===== src/logic/cog_params.svh =====
// Constants of the channel offset and gain register bank
`ifndef COG_PARAMS_SVH
`define COG_PARAMS_SVH

// ==========================================================
// Register indices (byte address is four times the index)
`define COG_IDX_W 6
`define COG_IDX_OFS_RED 6'h20
`define COG_IDX_OFS_GRN 6'h21
`define COG_IDX_OFS_BLU 6'h22
`define COG_IDX_OFS_ALL 6'h23
`define COG_IDX_GLO_RED 6'h24
`define COG_IDX_GLO_GRN 6'h25
`define COG_IDX_GLO_BLU 6'h26
`define COG_IDX_GLO_ALL 6'h27
`define COG_IDX_GHI_RED 6'h28
`define COG_IDX_GHI_GRN 6'h29
`define COG_IDX_GHI_BLU 6'h2A
`define COG_IDX_GHI_ALL 6'h2B
`define COG_IDX_LAW 6'h2C

// ==========================================================
// Field positions and reset values
`define COG_LAW_BIT 0
`define COG_GLO_BIT 0
`define COG_RST_OFS 8'h00
`define COG_RST_GLO 1'b0
`define COG_RST_GHI 8'h00
`define COG_RST_LAW 1'b0

// ==========================================================
// Gain formula constants and bus answers
`define COG_LAW0_NUM 416
`define COG_LAW0_DEN 566
`define COG_LAW1_DIV 511
`define COG_RESP_OKAY 2'h0
`define COG_RESP_SLVERR 2'h2

`endif


===== src/logic/cog_pkg.sv =====
// Types shared by the channel offset and gain register bank
package cog_pkg;

	// Kind of register an index selects
	typedef enum logic [2:0] {
		COG_K_OFS,
		COG_K_GLO,
		COG_K_GHI,
		COG_K_LAW,
		COG_K_BAD
	} cog_kind_t;

	// Decoded register: kind and channel, channel 3 means all
	typedef struct packed {
		cog_kind_t kind;
		logic [1:0] chan;
	} cog_dec_t;

	// Settings of one colour channel as seen by the analogue path
	typedef struct packed {
		logic [7:0] offset_code;
		logic [8:0] full_gain_code;
	} cog_chan_t;

	// Whole state of the bank
	typedef struct packed {
		logic aw_full;
		logic [5:0] aw_idx;
		logic w_full;
		logic [7:0] w_byte;
		logic w_lane0;
		logic bvalid;
		logic [1:0] bresp;
		logic rvalid;
		logic [7:0] rdata;
		logic [1:0] rresp;
		logic law;
		logic [2:0][7:0] ofs;
		logic [2:0] glo;
		logic [2:0][7:0] ghi;
	} cog_state_t;

	// State of the gain calculator
	typedef struct packed {
		logic [15:0] gain;
	} cog_gain_state_t;

endpackage


===== src/logic/cog_regs.sv =====
// Channel offset and gain register bank behind an AXI4-Lite slave
// How it works
// RL1: Each colour keeps 8-bit offset, reset zero.
// RL2: Broadcast offset write sets all three offsets.
// RL3: Gain code is high part joined low bit.
// RL4: Gain high parts at indices 28h, 29h, 2Ah.
// RL5: Broadcast low-bit write sets all three low bits.
// RL6: Broadcast high-part write sets all three high parts.
// RL7: Law 0 gain is 416 over 566 minus code.
// RL8: Law 1 gain is one plus 4code/511.
// RL9: Broadcast locations hold nothing, write channels only.
`timescale 1ns/1ps
`include "cog_params.svh"

module cog_regs import cog_pkg::*; #(
	parameter int GAIN_FRAC = 12
) (
	input wire logic clock, // System clock, 25 MHz
	input wire logic rst, // Asynchronous reset, active high
	input wire logic ce, // Clock enable, freezes state when low
	input wire logic [7:0] s_axi_awaddr, // Write address
	input wire logic [2:0] s_axi_awprot, // Write protection, unused
	input wire logic s_axi_awvalid, // Write address valid
	output logic s_axi_awready, // Write address ready
	input wire logic [31:0] s_axi_wdata, // Write data
	input wire logic [3:0] s_axi_wstrb, // Write byte strobes
	input wire logic s_axi_wvalid, // Write data valid
	output logic s_axi_wready, // Write data ready
	output logic [1:0] s_axi_bresp, // Write response
	output logic s_axi_bvalid, // Write response valid
	input wire logic s_axi_bready, // Write response ready
	input wire logic [7:0] s_axi_araddr, // Read address
	input wire logic [2:0] s_axi_arprot, // Read protection, unused
	input wire logic s_axi_arvalid, // Read address valid
	output logic s_axi_arready, // Read address ready
	output logic [31:0] s_axi_rdata, // Read data
	output logic [1:0] s_axi_rresp, // Read response
	output logic s_axi_rvalid, // Read data valid
	input wire logic s_axi_rready, // Read data ready
	output cog_chan_t [2:0] chan_setting, // Per channel codes
	output logic gain_law_select, // Gain law in force
	output logic [2:0][15:0] channel_gain // Gain per channel
);

	cog_state_t q, d;
	logic aw_take;
	logic w_take;
	logic ar_take;
	logic wr_en;
	logic [5:0] wr_idx;
	logic [7:0] wr_byte;
	logic wr_lane0;
	cog_dec_t wr_dec;
	cog_dec_t rd_dec;
	logic [5:0] rd_idx;

	// ==========================================================
	// Address decode, shared by the write and the read path
	function automatic cog_dec_t decode(input logic [5:0] idx);
		cog_dec_t r;
		r.kind = COG_K_BAD;
		r.chan = 2'h0;
		unique case (idx)
			`COG_IDX_OFS_RED: begin
				r.kind = COG_K_OFS;
				r.chan = 2'h0;
			end
			`COG_IDX_OFS_GRN: begin
				r.kind = COG_K_OFS;
				r.chan = 2'h1;
			end
			`COG_IDX_OFS_BLU: begin
				r.kind = COG_K_OFS;
				r.chan = 2'h2;
			end
			`COG_IDX_OFS_ALL: begin
				r.kind = COG_K_OFS;
				r.chan = 2'h3;
			end
			`COG_IDX_GLO_RED: begin
				r.kind = COG_K_GLO;
				r.chan = 2'h0;
			end
			`COG_IDX_GLO_GRN: begin
				r.kind = COG_K_GLO;
				r.chan = 2'h1;
			end
			`COG_IDX_GLO_BLU: begin
				r.kind = COG_K_GLO;
				r.chan = 2'h2;
			end
			`COG_IDX_GLO_ALL: begin
				r.kind = COG_K_GLO;
				r.chan = 2'h3;
			end
			`COG_IDX_GHI_RED: begin // see RL4
				r.kind = COG_K_GHI;
				r.chan = 2'h0;
			end
			`COG_IDX_GHI_GRN: begin // see RL4
				r.kind = COG_K_GHI;
				r.chan = 2'h1;
			end
			`COG_IDX_GHI_BLU: begin // see RL4
				r.kind = COG_K_GHI;
				r.chan = 2'h2;
			end
			`COG_IDX_GHI_ALL: begin
				r.kind = COG_K_GHI;
				r.chan = 2'h3;
			end
			`COG_IDX_LAW: begin
				r.kind = COG_K_LAW;
			end
			default: begin
				r.kind = COG_K_BAD;
			end
		endcase
		return r;
	endfunction

	// ==========================================================
	// Handshakes; gated by ce so nothing is taken while frozen
	assign s_axi_awready = ce && !q.aw_full && !q.bvalid;
	assign s_axi_wready = ce && !q.w_full && !q.bvalid;
	assign s_axi_arready = ce && !q.rvalid;
	assign aw_take = s_axi_awvalid && s_axi_awready;
	assign w_take = s_axi_wvalid && s_axi_wready;
	assign ar_take = s_axi_arvalid && s_axi_arready;

	// Write operands come from the holding slot or straight off
	// the bus, so address and data may arrive in either order
	assign wr_idx = q.aw_full ? q.aw_idx : s_axi_awaddr[7:2];
	assign wr_byte = q.w_full ? q.w_byte : s_axi_wdata[7:0];
	assign wr_lane0 = q.w_full ? q.w_lane0 : s_axi_wstrb[0];
	assign wr_en = ce && !q.bvalid && (q.aw_full || aw_take)
		&& (q.w_full || w_take);
	assign wr_dec = decode(wr_idx);
	assign rd_idx = s_axi_araddr[7:2];
	assign rd_dec = decode(rd_idx);

	// ==========================================================
	// Next state of the whole bank
	always_comb begin
		d = q;
		// Park an early half of a write until the other arrives
		if (aw_take) begin
			d.aw_full = 1'b1;
			d.aw_idx = s_axi_awaddr[7:2];
		end
		if (w_take) begin
			d.w_full = 1'b1;
			d.w_byte = s_axi_wdata[7:0];
			d.w_lane0 = s_axi_wstrb[0];
		end
		// Perform the write; all registers sit in byte lane 0
		if (wr_en) begin
			d.aw_full = 1'b0;
			d.w_full = 1'b0;
			d.bvalid = 1'b1;
			d.bresp = `COG_RESP_OKAY;
			if (wr_dec.kind == COG_K_BAD) begin
				d.bresp = `COG_RESP_SLVERR;
			end else if (wr_lane0) begin
				for (int c = 0; c < 3; c++) begin
					// Broadcast just hits every channel; see RL9
					if (wr_dec.chan == 2'(c) || wr_dec.chan == 2'h3) begin
						unique case (wr_dec.kind)
							COG_K_OFS: begin
								d.ofs[c] = wr_byte; // see RL1, see RL2
							end
							COG_K_GLO: begin
								d.glo[c] = wr_byte[`COG_GLO_BIT]; // see RL5
							end
							COG_K_GHI: begin
								d.ghi[c] = wr_byte; // see RL4, see RL6
							end
							default: begin
							end
						endcase
					end
				end
				if (wr_dec.kind == COG_K_LAW) begin
					d.law = wr_byte[`COG_LAW_BIT];
				end
			end
		end else if (q.bvalid && s_axi_bready && ce) begin
			d.bvalid = 1'b0;
		end
		// Reads answer one cycle after the address is taken
		if (ar_take) begin
			d.rvalid = 1'b1;
			d.rresp = `COG_RESP_OKAY;
			d.rdata = 8'h00;
			unique case (rd_dec.kind)
				COG_K_OFS: begin
					if (rd_dec.chan != 2'h3) begin
						d.rdata = q.ofs[rd_dec.chan];
					end
				end
				COG_K_GLO: begin
					if (rd_dec.chan != 2'h3) begin
						d.rdata = {7'h00, q.glo[rd_dec.chan]};
					end
				end
				COG_K_GHI: begin
					if (rd_dec.chan != 2'h3) begin
						d.rdata = q.ghi[rd_dec.chan];
					end
				end
				COG_K_LAW: begin
					d.rdata = {7'h00, q.law};
				end
				COG_K_BAD: begin
					d.rresp = `COG_RESP_SLVERR;
				end
			endcase
		end else if (q.rvalid && s_axi_rready && ce) begin
			d.rvalid = 1'b0;
		end
	end

	// ==========================================================
	// State register; reset clears every code to zero
	always_ff @(posedge clock or posedge rst) begin
		if (rst) begin
			q <= '0;
			q.ofs <= {3{`COG_RST_OFS}}; // see RL1
			q.glo <= {3{`COG_RST_GLO}}; // see RL3
			q.ghi <= {3{`COG_RST_GHI}}; // see RL3
			q.law <= `COG_RST_LAW;
			q.bresp <= `COG_RESP_OKAY;
			q.rresp <= `COG_RESP_OKAY;
		end else if (ce) begin
			q <= d;
		end
	end

	// ==========================================================
	// Outputs and per channel gain calculators
	assign s_axi_bvalid = q.bvalid;
	assign s_axi_bresp = q.bresp;
	assign s_axi_rvalid = q.rvalid;
	assign s_axi_rresp = q.rresp;
	assign s_axi_rdata = {24'h000000, q.rdata};
	assign gain_law_select = q.law;

	generate
		for (genvar c = 0; c < 3; c++) begin : g_chan
			// High part above the low bit forms the full code
			assign chan_setting[c].offset_code = q.ofs[c];
			assign chan_setting[c].full_gain_code =
				{q.ghi[c], q.glo[c]}; // see RL3
			cog_gain_calc #(
				.FRAC(GAIN_FRAC)
			) u_gain (
				.clock(clock),
				.rst(rst),
				.ce(ce),
				.full_gain_code(chan_setting[c].full_gain_code),
				.gain_law_select(q.law),
				.gain(channel_gain[c])
			);
		end
	endgenerate

	// ==========================================================
	// Checks on the register writes and the gain code
	a_ofs_single: assert property (@(posedge clock) disable iff (rst) // see RL1
		wr_en && wr_lane0 && wr_dec.kind == COG_K_OFS && wr_dec.chan == 2'h1
		|=> chan_setting[1].offset_code == $past(wr_byte))
		else $error("single offset write lost");
	a_ofs_bcast: assert property (@(posedge clock) disable iff (rst) // see RL2
		wr_en && wr_lane0 && wr_idx == `COG_IDX_OFS_ALL
		|=> chan_setting[0].offset_code == $past(wr_byte)
		&& chan_setting[1].offset_code == $past(wr_byte)
		&& chan_setting[2].offset_code == $past(wr_byte))
		else $error("broadcast offset not applied");
	a_code_concat: assert property (@(posedge clock) disable iff (rst) // see RL3
		wr_en && wr_lane0 && wr_idx == `COG_IDX_GLO_BLU
		|=> chan_setting[2].full_gain_code
		== {$past(q.ghi[2]), $past(wr_byte[`COG_GLO_BIT])})
		else $error("gain low bit not joined below high part");
	a_ghi_blue: assert property (@(posedge clock) disable iff (rst) // see RL4
		wr_en && wr_lane0 && wr_idx == 6'h2A
		|=> chan_setting[2].full_gain_code[8:1] == $past(wr_byte))
		else $error("blue high part not at its index");
	a_glo_bcast: assert property (@(posedge clock) disable iff (rst) // see RL5
		wr_en && wr_lane0 && wr_idx == `COG_IDX_GLO_ALL
		|=> q.glo == {3{$past(wr_byte[0])}})
		else $error("broadcast low bit not applied");
	a_ghi_bcast: assert property (@(posedge clock) disable iff (rst) // see RL6
		wr_en && wr_lane0 && wr_idx == `COG_IDX_GHI_ALL
		|=> q.ghi == {3{$past(wr_byte)}})
		else $error("broadcast high part not applied");
	a_law_zero: assert property (@(posedge clock) disable iff (rst) // see RL7
		ce && !q.law && chan_setting[0].full_gain_code == 9'h000
		&& GAIN_FRAC == 12 |=> channel_gain[0] == 16'h0BC2)
		else $error("law 0 gain wrong at zero code");
	a_law_one: assert property (@(posedge clock) disable iff (rst) // see RL8
		ce && q.law && chan_setting[1].full_gain_code == 9'h000
		&& GAIN_FRAC == 12 |=> channel_gain[1] == 16'h1000)
		else $error("law 1 gain wrong at zero code");
	a_bcast_nostore: assert property (@(posedge clock) disable iff (rst) // see RL9
		ar_take && rd_idx == `COG_IDX_GHI_ALL
		|=> s_axi_rvalid && s_axi_rdata == 32'h00000000)
		else $error("broadcast location reads nonzero");
	a_write_answer: assert property (@(posedge clock) disable iff (rst)
		wr_en |=> s_axi_bvalid ##0 !s_axi_awready[*1])
		else $error("write answer missing");

	// ==========================================================
	// Bus answers, ignored writes and the enable freeze
	a_read_answer: assert property (@(posedge clock) disable iff (rst)
		ar_take |=> s_axi_rvalid && !s_axi_arready)
		else $error("read answer missing");
	// Unmapped writes answer with an error and touch nothing
	a_bad_write: assert property (@(posedge clock) disable iff (rst)
		wr_en && wr_dec.kind == COG_K_BAD |=> s_axi_bresp == `COG_RESP_SLVERR
		&& $stable(chan_setting) && $stable(gain_law_select))
		else $error("unmapped write not refused");
	// Lane 0 off still answers OKAY, so a host cannot tell; codes stay
	a_lane_off: assert property (@(posedge clock) disable iff (rst)
		wr_en && !wr_lane0 && wr_dec.kind != COG_K_BAD
		|=> s_axi_bresp == `COG_RESP_OKAY
		&& $stable(chan_setting) && $stable(gain_law_select))
		else $error("write with lane 0 off changed a code");
	// The law bit sits in lane 0 like every other field
	a_law_write: assert property (@(posedge clock) disable iff (rst)
		wr_en && wr_lane0 && wr_idx == `COG_IDX_LAW
		|=> gain_law_select == $past(wr_byte[`COG_LAW_BIT]))
		else $error("gain law select not written");
	// While frozen nothing may move, answers and codes included
	a_freeze: assert property (@(posedge clock) disable iff (rst)
		!ce |=> $stable(q))
		else $error("state moved while enable was low");

	c_bcast_ofs: cover property (@(posedge clock) disable iff (rst)
		wr_en && wr_idx == `COG_IDX_OFS_ALL);
	c_split_write: cover property (@(posedge clock) disable iff (rst)
		w_take && !aw_take ##[1:4] aw_take);
	c_read_stall: cover property (@(posedge clock) disable iff (rst)
		s_axi_rvalid && !s_axi_rready ##1 s_axi_rvalid && s_axi_rready);
	c_law_switch: cover property (@(posedge clock) disable iff (rst)
		$rose(q.law));
	c_freeze: cover property (@(posedge clock) disable iff (rst)
		!ce ##1 ce);

endmodule


===== src/logic/cog_gain_calc.sv =====
// Gain value of one channel computed from its gain code and law
`timescale 1ns/1ps
`include "cog_params.svh"

module cog_gain_calc import cog_pkg::*; #(
	parameter int FRAC = 12
) (
	input wire logic clock, // System clock
	input wire logic rst, // Asynchronous reset, active high
	input wire logic ce, // Clock enable, freezes state when low
	input wire logic [8:0] full_gain_code, // Nine-bit gain code
	input wire logic gain_law_select, // Gain law choice
	output logic [15:0] gain // Gain, FRAC fraction bits
);

	cog_gain_state_t q, d;
	logic [23:0] num0;
	logic [9:0] den0;
	logic [23:0] num1;
	logic [23:0] quo;

	// ==========================================================
	// Gain formulas; division stays combinational since the code
	// only changes on register writes, trading area for simplicity
	always_comb begin
		num0 = 24'(`COG_LAW0_NUM) << FRAC;
		den0 = 10'(`COG_LAW0_DEN) - {1'b0, full_gain_code};
		num1 = {15'h0000, full_gain_code} << (FRAC + 2);
		d = q;
		if (!gain_law_select) begin
			quo = num0 / {14'h0000, den0}; // see RL7
		end else begin
			quo = (24'h000001 << FRAC)
				+ num1 / 24'(`COG_LAW1_DIV); // see RL8
		end
		d.gain = quo[15:0];
	end

	// State register
	always_ff @(posedge clock or posedge rst) begin
		if (rst) begin
			q <= '0;
		end else if (ce) begin
			q <= d;
		end
	end

	assign gain = q.gain;

	// ==========================================================
	// Top code point of both laws at 12 fraction bits
	a_law0_corners: assert property (@(posedge clock) disable iff (rst)
		ce && !gain_law_select && full_gain_code == 9'h1FF
		|=> FRAC != 12 || gain == 16'h7904) // see RL7
		else $error("law 0 gain wrong at top code");
	a_law1_corners: assert property (@(posedge clock) disable iff (rst)
		ce && gain_law_select && full_gain_code == 9'h1FF
		|=> FRAC != 12 || gain == 16'h5000) // see RL8
		else $error("law 1 gain wrong at top code");

endmodule


===== config.mk =====
export PLATFORM = sky130hd
export DESIGN_NAME = cog_regs
export DESIGN_NICKNAME = d
export VERILOG_FILES = /design/src/logic/cog_pkg.sv /design/src/logic/cog_regs.sv /design/src/logic/cog_gain_calc.sv
export VERILOG_INCLUDE_DIRS = /design/src /design/src/logic
export SDC_FILE = /design/constraint.sdc
export NUM_CORES = 2
export LEC_CHECK = 0
export BUFFER_PORTS_ARGS = -buffer_cell sky130_fd_sc_hd__buf_2
export CORE_ASPECT_RATIO = 1.2
export CORE_UTILIZATION = 40
export DETAILED_ROUTE_END_ITERATION = 12
export GPL_TIMING_DRIVEN = 0
export PLACE_DENSITY = 0.68
export SLEW_MARGIN = 15
export SYNTH_ARGS = -nofsm -noshare
export SYNTH_HDL_FRONTEND = slang
export SYNTH_HIERARCHICAL = 1
export SYNTH_SLANG_ARGS = --single-unit

===== constraint.sdc =====
create_clock -name clock -period 72.4 [get_ports clock]
set_input_delay 10.86 -clock clock [delete_from_list [all_inputs] [get_ports clock]]
set_output_delay 10.86 -clock clock [all_outputs]
set_load 0.05 [all_outputs]

## Word-level counts from Yosys, hierarchy flattened

Cells that the tools add are included.

| word-level totals | value |
|---|---|
| word-level logic and storage cells | 166 |
| register bits | 131 |
| input bits | 66 |
| output and inout bits | 141 |

| cells by class | value |
|---|---|
| reduce and logical (&&, ||, !) cells | 61 |
| bitwise logic cells | 1 |
| divide/modulo/power cells | 6 |
| magnitude comparators | 1 |
| mux-type cells | 30 |
| add/subtract/negate cells | 6 |
| equality and inequality tests | 38 |

Operators with widths:

| kind | count |
|---|---|
| $eq A6 B6 Y1 const B | 26 |
| $div A21 B10 Y24 const A | 3 |
| $div A23 B9 Y24 const B | 3 |
| $reduce_and A6 Y1 | 9 |
| $add A13 B16 Y16 const A | 3 |
| $mux W16 | 3 |
| $mux W8 | 5 |
| $bmux W8 S2 | 2 |
| $pmux W8 S4 | 1 |
| $sub A10 B9 Y10 const A | 3 |
| $pmux W3 S4 | 2 |
| $reduce_or A4 Y1 | 6 |
| $reduce_or A3 Y1 | 6 |
| $reduce_and A2 Y1 | 8 |
| $logic_and A1 B1 Y1 | 15 |
| $eq A3 B2 Y1 const B | 4 |
| $pmux W2 S3 | 2 |
| $mux W10 | 1 |
| $mux W1 | 9 |
| $reduce_bool A2 Y1 | 4 |
| $mux W7 | 1 |
| $eq A3 B1 Y1 const B | 2 |
| $eq A3 B3 Y1 const B | 2 |
| $logic_not A3 Y1 | 2 |
| other kinds (12) | 21 |

## Longest topological paths before layout

| depth | value |
|---|---|
| depth in word-level cells | 9 |
| depth in mapped cells | 273 |
| gate-level depth less buffers | 247 |

## Cells and area by module

Netlist, hierarchy kept.

By module, submodules not included:

| module | sequential area each (um^2) | instances | cells an instance | area each (um^2) |
|---|---|---|---|---|
| cog_gain_calc (g_chan[0].u_gain ...) | 400.4 | 2 | 2603 | 17668.2 |
| cog_gain_calc (g_chan[2].u_gain) | 400.4 | 1 | 2484 | 16965.0 |
| cog_regs | 2026.9 | 1 | 421 | 4713.3 |

## Worst setup path after synthesis

No wires, ideal clock.

| timing | value |
|---|---|
| path type | reg-to-reg |
| start point | register q (netlist bit chan_setting[0]) |
| end point | register g_chan[0].u_gain.q (netlist bit g_chan[0].u_gain/gain[0]) |
| library setup time | 130 ps |
| path buffers | 32 |
| data arrival time | 50560 ps |
| data required time | 72270 ps |
| stages on the path, launching flop included | 259 |
| path slack | 21710 ps |
| clock period less this slack | 50690 ps |
| cells stage by stage | dfrtp_1 buf_2 buf_1 inv_1 clkbuf_1 clkbuf_1 buf_1 clkbuf_1 ha_1 ha_1 nand3b_1 nand4_1 and2_1 a2111oi_2 nand2_1 ha_1 o211ai_1 a21o_1 (+223 left out) o21ai_0 nand3_1 or4_1 buf_4 buf_4 nor2_1 a21oi_1 ha_1 a21o_1 a21o_1 a21oi_1 nor2b_1 o21ai_0 nand4_1 nor3_1 o2111ai_1 a2111oi_2 a21oi_1 |

| on the way | value |
|---|---|
| cells in the longest elaborated chain, start to end | 3 |
| elaborated cells on any way between the ends | 5 |
| those cells by class | add/sub (2); div (2); mux (1) |

RTL lines:

| what | RTL line | text |
|---|---|---|
| from (decl) | cog_regs.sv:45 | `cog_state_t q, d;` |
| $div A23 B9 Y24 / $sub A10 B9 Y10 (equally long branches) | cog_gain_calc.sv:34, cog_gain_calc.sv:27 |  |
| $add A13 B16 Y16 / $div A21 B10 Y24 (equally long branches) | cog_gain_calc.sv:33, cog_gain_calc.sv:31 |  |
| $mux W16 (*) | cog_gain_calc.sv:30 | `if (!gain_law_select) begin` |
| to (signal assigned) | cog_gain_calc.sv:42 | `q <= '0;` |
| to (signal assigned) | cog_gain_calc.sv:44 | `q <= d;` |
| to (decl) | cog_gain_calc.sv:16 | `cog_gain_state_t q, d;` |

Every way passes the cells marked *; elsewhere a longest branch is shown, timed or not.
A chain may end at the register's enable or synchronous reset.

## Final worst setup path

| timing | value |
|---|---|
| start point | register q (netlist bit chan_setting[17]) |
| end point | register g_chan[1].u_gain.q (netlist bit g_chan[1].u_gain/gain[0]) |

| on the way | value |
|---|---|
| cells in the longest elaborated chain, start to end | 3 |
| elaborated cells on any way between the ends | 5 |
| those cells by class | add/sub (2); div (2); mux (1) |

RTL lines:

| what | RTL line |
|---|---|
| $div A23 B9 Y24 / $sub A10 B9 Y10 (equally long branches) | cog_gain_calc.sv:34, cog_gain_calc.sv:27 |
| $add A13 B16 Y16 / $div A21 B10 Y24 (equally long branches) | cog_gain_calc.sv:33, cog_gain_calc.sv:31 |
| $mux W16 (*) | cog_gain_calc.sv:30 |
| to (signal assigned) | cog_gain_calc.sv:42 |
| to (signal assigned) | cog_gain_calc.sv:44 |
| to (decl) | cog_gain_calc.sv:16 |

Marks and branches as above.

==> results.tsv <==
stage	metric	value	unit
run_status	status	finished clean	
clock_network	clock sinks	129	
logic_synthesis	synth warn	6	
die	initial core utilization	40.3	%
worst_setup_path	CP Class	register to register	
logic_synthesis	largest family of logic cells by synthesized area	compound AO/OA/AOI/OAI gates	
worst_setup_path	Crit path top cell by count	o21ai_0	
layout	Syn-to-layout area delta	7.35	%
logic_synthesis	area leader, netlist	ha_1	
layout	FILL cells	14622	
die	die area	144000	um2
global_route	Top Usage Layer GRT	met2	
sta	Peak Freq	0.0151	GHz
sta	Final Setup Violations	0	
global_route	initial antenna violation count	6	
worst_setup_path	largest fanout on the critical path	20	
sta	fin crit share	91.3	%
logic_synthesis	Post-Synth Simple-Gate Area	27.6	%
layout	non-filler cells, final	10175	
clock_network	H-tree Lvls	4	
die	io pins	207	
worst_setup_path	Critical path buffers and inverters	37	
global_route	M3 GR Usage	3.50	%
logic_synthesis	Post-synth ARST share	100	%
logic_synthesis	Synth Area in Compound Gates	35.1	%
detailed_routing	wire per inst	19.6	um
global_route	number of global-route vias before repair	60317	
logic_synthesis	cells after synthesis	8111	
detailed_routing	Via Count	64141	
die	core area	141000	um2
layout	Sequential Area	3230	um2
worst_hold_path	hold depth	1	
worst_setup_path	Critical-path top delay cell	dlygate4sd3_1	
global_route	Total GRT Usage	26.3	%
sta	setup_tns	0	ns
worst_setup_path	CP arrival	66.47	ns
worst_setup_path	reg2reg path depth	260	
clock_network	Post-CTS Setup Bufs	0	
clock_network	maximum clock path buffer count	2	
layout	area of the multi-input gates	51100	um2
logic_synthesis	part of the Yosys area used for sequential elements	5.66	%
worst_setup_path	path length in cells of the critical path	260	
logic_synthesis	Avg Inst Size Synth	7.03	um2
sta	RSZ-0062 raised after global routing	false	
sta	Worst slew margin	13.2	%
worst_setup_path	CP required	72.77	ns
die	Die X	347	um
sta	final slew viol count	0	
clock_network	Reg clk slew, reported paths	0.08	ns
global_route	GR Layer Usage met1	32.4	%
sta	worst slew pin tran	1.29	ns
detailed_routing	Detail Route Antenna Nets	0	
clock_network	# resized after CTS	0	
logic_synthesis	synthesized area	57000	um2
global_route	first-pass GRT wire length	316	mm
detailed_routing	final WL	199	mm
logic_synthesis	Adder-Cell Fraction of Synth Area	12.0	%
die	# rows	151	
place	IO Port Bufs	143	
clock_network	CTS tree	done	
logic_synthesis	Main synth FF type	dfrtp_1	
sta	clk_skew	0.0254	ns
logic_synthesis	XOR/XNOR share of the synthesized area	7.48	%
worst_setup_path	Startpoint Class	register	
global_route	largest net degree at the start of global routing	45	
detailed_routing	drt drc	0	
logic_synthesis	Seq cells post-synth	129	
place	routability cong.	0.985	
clock_network	clk root buf	clkbuf_16	
place	dpl hpwl	162	mm
die	Die Y	416	um
logic_synthesis	post-synth top area share	12.0	%
worst_setup_path	CP max stage delay	0.85	ns
clock_network	Clock Latency Late Sink	0.51	ns
detailed_routing	drt via density	6.30	
global_route	M2 GR Usage	45.5	%
layout	most frequent cells in the layout	nand2_1 (737), nor2_1 (730), o21ai_0 (598), a21oi_1 (595), ha_1 (549)	
clock_network	total CTS buffers	17	
worst_setup_path	crit path capture type	register	
detailed_routing	DRT Pass-1 Iters	6	
logic_synthesis	Post-synth EDFFs	0	
layout	commonest non-fill, non-tap cell in the layout	nand2_1	
worst_setup_path	Crit path max-delay family	compound AO/OA/AOI/OAI gates	
clock_network	hold buffer count at cts	0	
detailed_routing	Initial DRC Count	5580	
sta	post-layout min period	66.10	ns
logic_synthesis	synth unique cells	155	
logic_synthesis	post-synthesis mux area share	6.78	%
run	Max Cap Viol	0	
global_route	gr ovfl total	0	
place	dpl cells	10141	
worst_hold_path	Hold WC Path Type	register to register	
sta	final hold vios	0	
layout	NumNets Final	8939	
logic_synthesis	top cells by area, synth	ha_1 (12%), dfrtp_1 (5.7%), o21ai_0 (5.2%)	
layout	share of cells above drive strength 1	11.2	%
==> state kept, by name, indices dropped and copies added (netlist names) <==
signal,cells
g_chan.u_gain/gain,48
s_axi_rdata,8
chan_setting,51
s_axi_bresp,1
gain_law_select,1
s_axi_rvalid,1
s_axi_rresp,1
q,17
s_axi_bvalid,1
==> synth_stat cells (33+ instances only) <==
cell type	number
nand2_1	739
nor2_1	730
o21ai_0	598
a21oi_1	595
ha_1	549
xnor2_1	326
a21o_1	308
inv_1	282
mux2_2	240
nand3_1	224
nand2b_1	196
nor3_1	192
clkbuf_1	163
xor2_1	161
and2_1	154
o31ai_1	145
o21a_1	139
dfrtp_1	129
a31oi_1	122
o211ai_1	122
nand4_1	112
buf_4	105
mux2i_1	104
and3_1	99
a211oi_1	98
nor2b_1	97
or2_2	62
or3_1	62
a21boi_0	60
o22ai_1	53
nor4_1	49
o21ai_1	42
o21bai_1	42
buf_2	41
a211o_1	37
or4_1	37
o2111ai_1	33
==> per-stage QoR <==
| stage | utilization, % | hold slack, ns | setup slack (ns) | area [um2] |
|---|---|---|---|---|
| 4_1_cts | 43.3 | 0.504 | 7.70 | 61200 |
| 2_1_floorplan | - | 0.471 | 21.71 | 57100 |
| 3_5_place_dp | 42.9 | 0.490 | 8.04 | 60600 |
| 3_3_place_gp | 42.6 | 0.473 | 8.45 | 60100 |
| 6_report | 43.3 | 0.503 | 6.30 | 61200 |
| 5_1_grt | 43.3 | 0.511 | 1.72 | 61200 |
==> path summary, 6_finish.rpt <==
check	startpoint	slack [ns]	end
max	chan_setting[17]	6.30	g_chan[1].u_gain/gain[0]
min	q[80]	0.50	q[80]
max reg2reg	chan_setting[17]	6.30	g_chan[1].u_gain/gain[0]
min reg2reg	q[80]	0.50	q[80]
max in group asynchronous	rst	61.17	g_chan[0].u_gain/gain[1]
min in group asynchronous	rst	10.55	s_axi_rdata[7]
==> per-layer routing <==
layer	routed length, um	vias up
met5	10	-
met4	8520	2
met3	12600	382
met2	94000	2205
met1	84100	30459
li1	-	31093
==> final cells by class <==
cell class / count / area share (%)
Multi-Input combinational cell: 7369 / 83.6
Sequential cell: 129 / 5.28
Tap cell: 1836 / 3.75
Buffer: 353 / 3.06
Inverter: 291 / 1.79
Timing Repair Buffer: 163 / 1.61
Clock buffer: 18 / 0.718
Clock inverter: 14 / 0.229
Antenna cell: 2 / 0.00818
==> logic make-up (layout without fill, tap and decap cells) <==
family / Yosys count / count (layout)
fa+ha+maj: 549 / 549
mux: 353 / 353
simple gates: 3023 / 3023
other cells: 7 / 40
flops: 129 / 129
compound gates: 2919 / 2919
buf+inv: 644 / 839
xor+xnor: 487 / 487
==> worst reg2reg max path, delay by kind of cell, from the launching register on <==
kind | cells | cell delay [ns]
compound gates | 129 | 27.78
fa+ha+maj | 21 | 8.13
buf+inv | 37 | 14.02
flops | 1 | 0.73
mux | 5 | 1.78
simple gates | 68 | 13.55
Power is not shown: default switching activity piles up to over one toggle a cycle in this logic, so the estimate is an artifact.
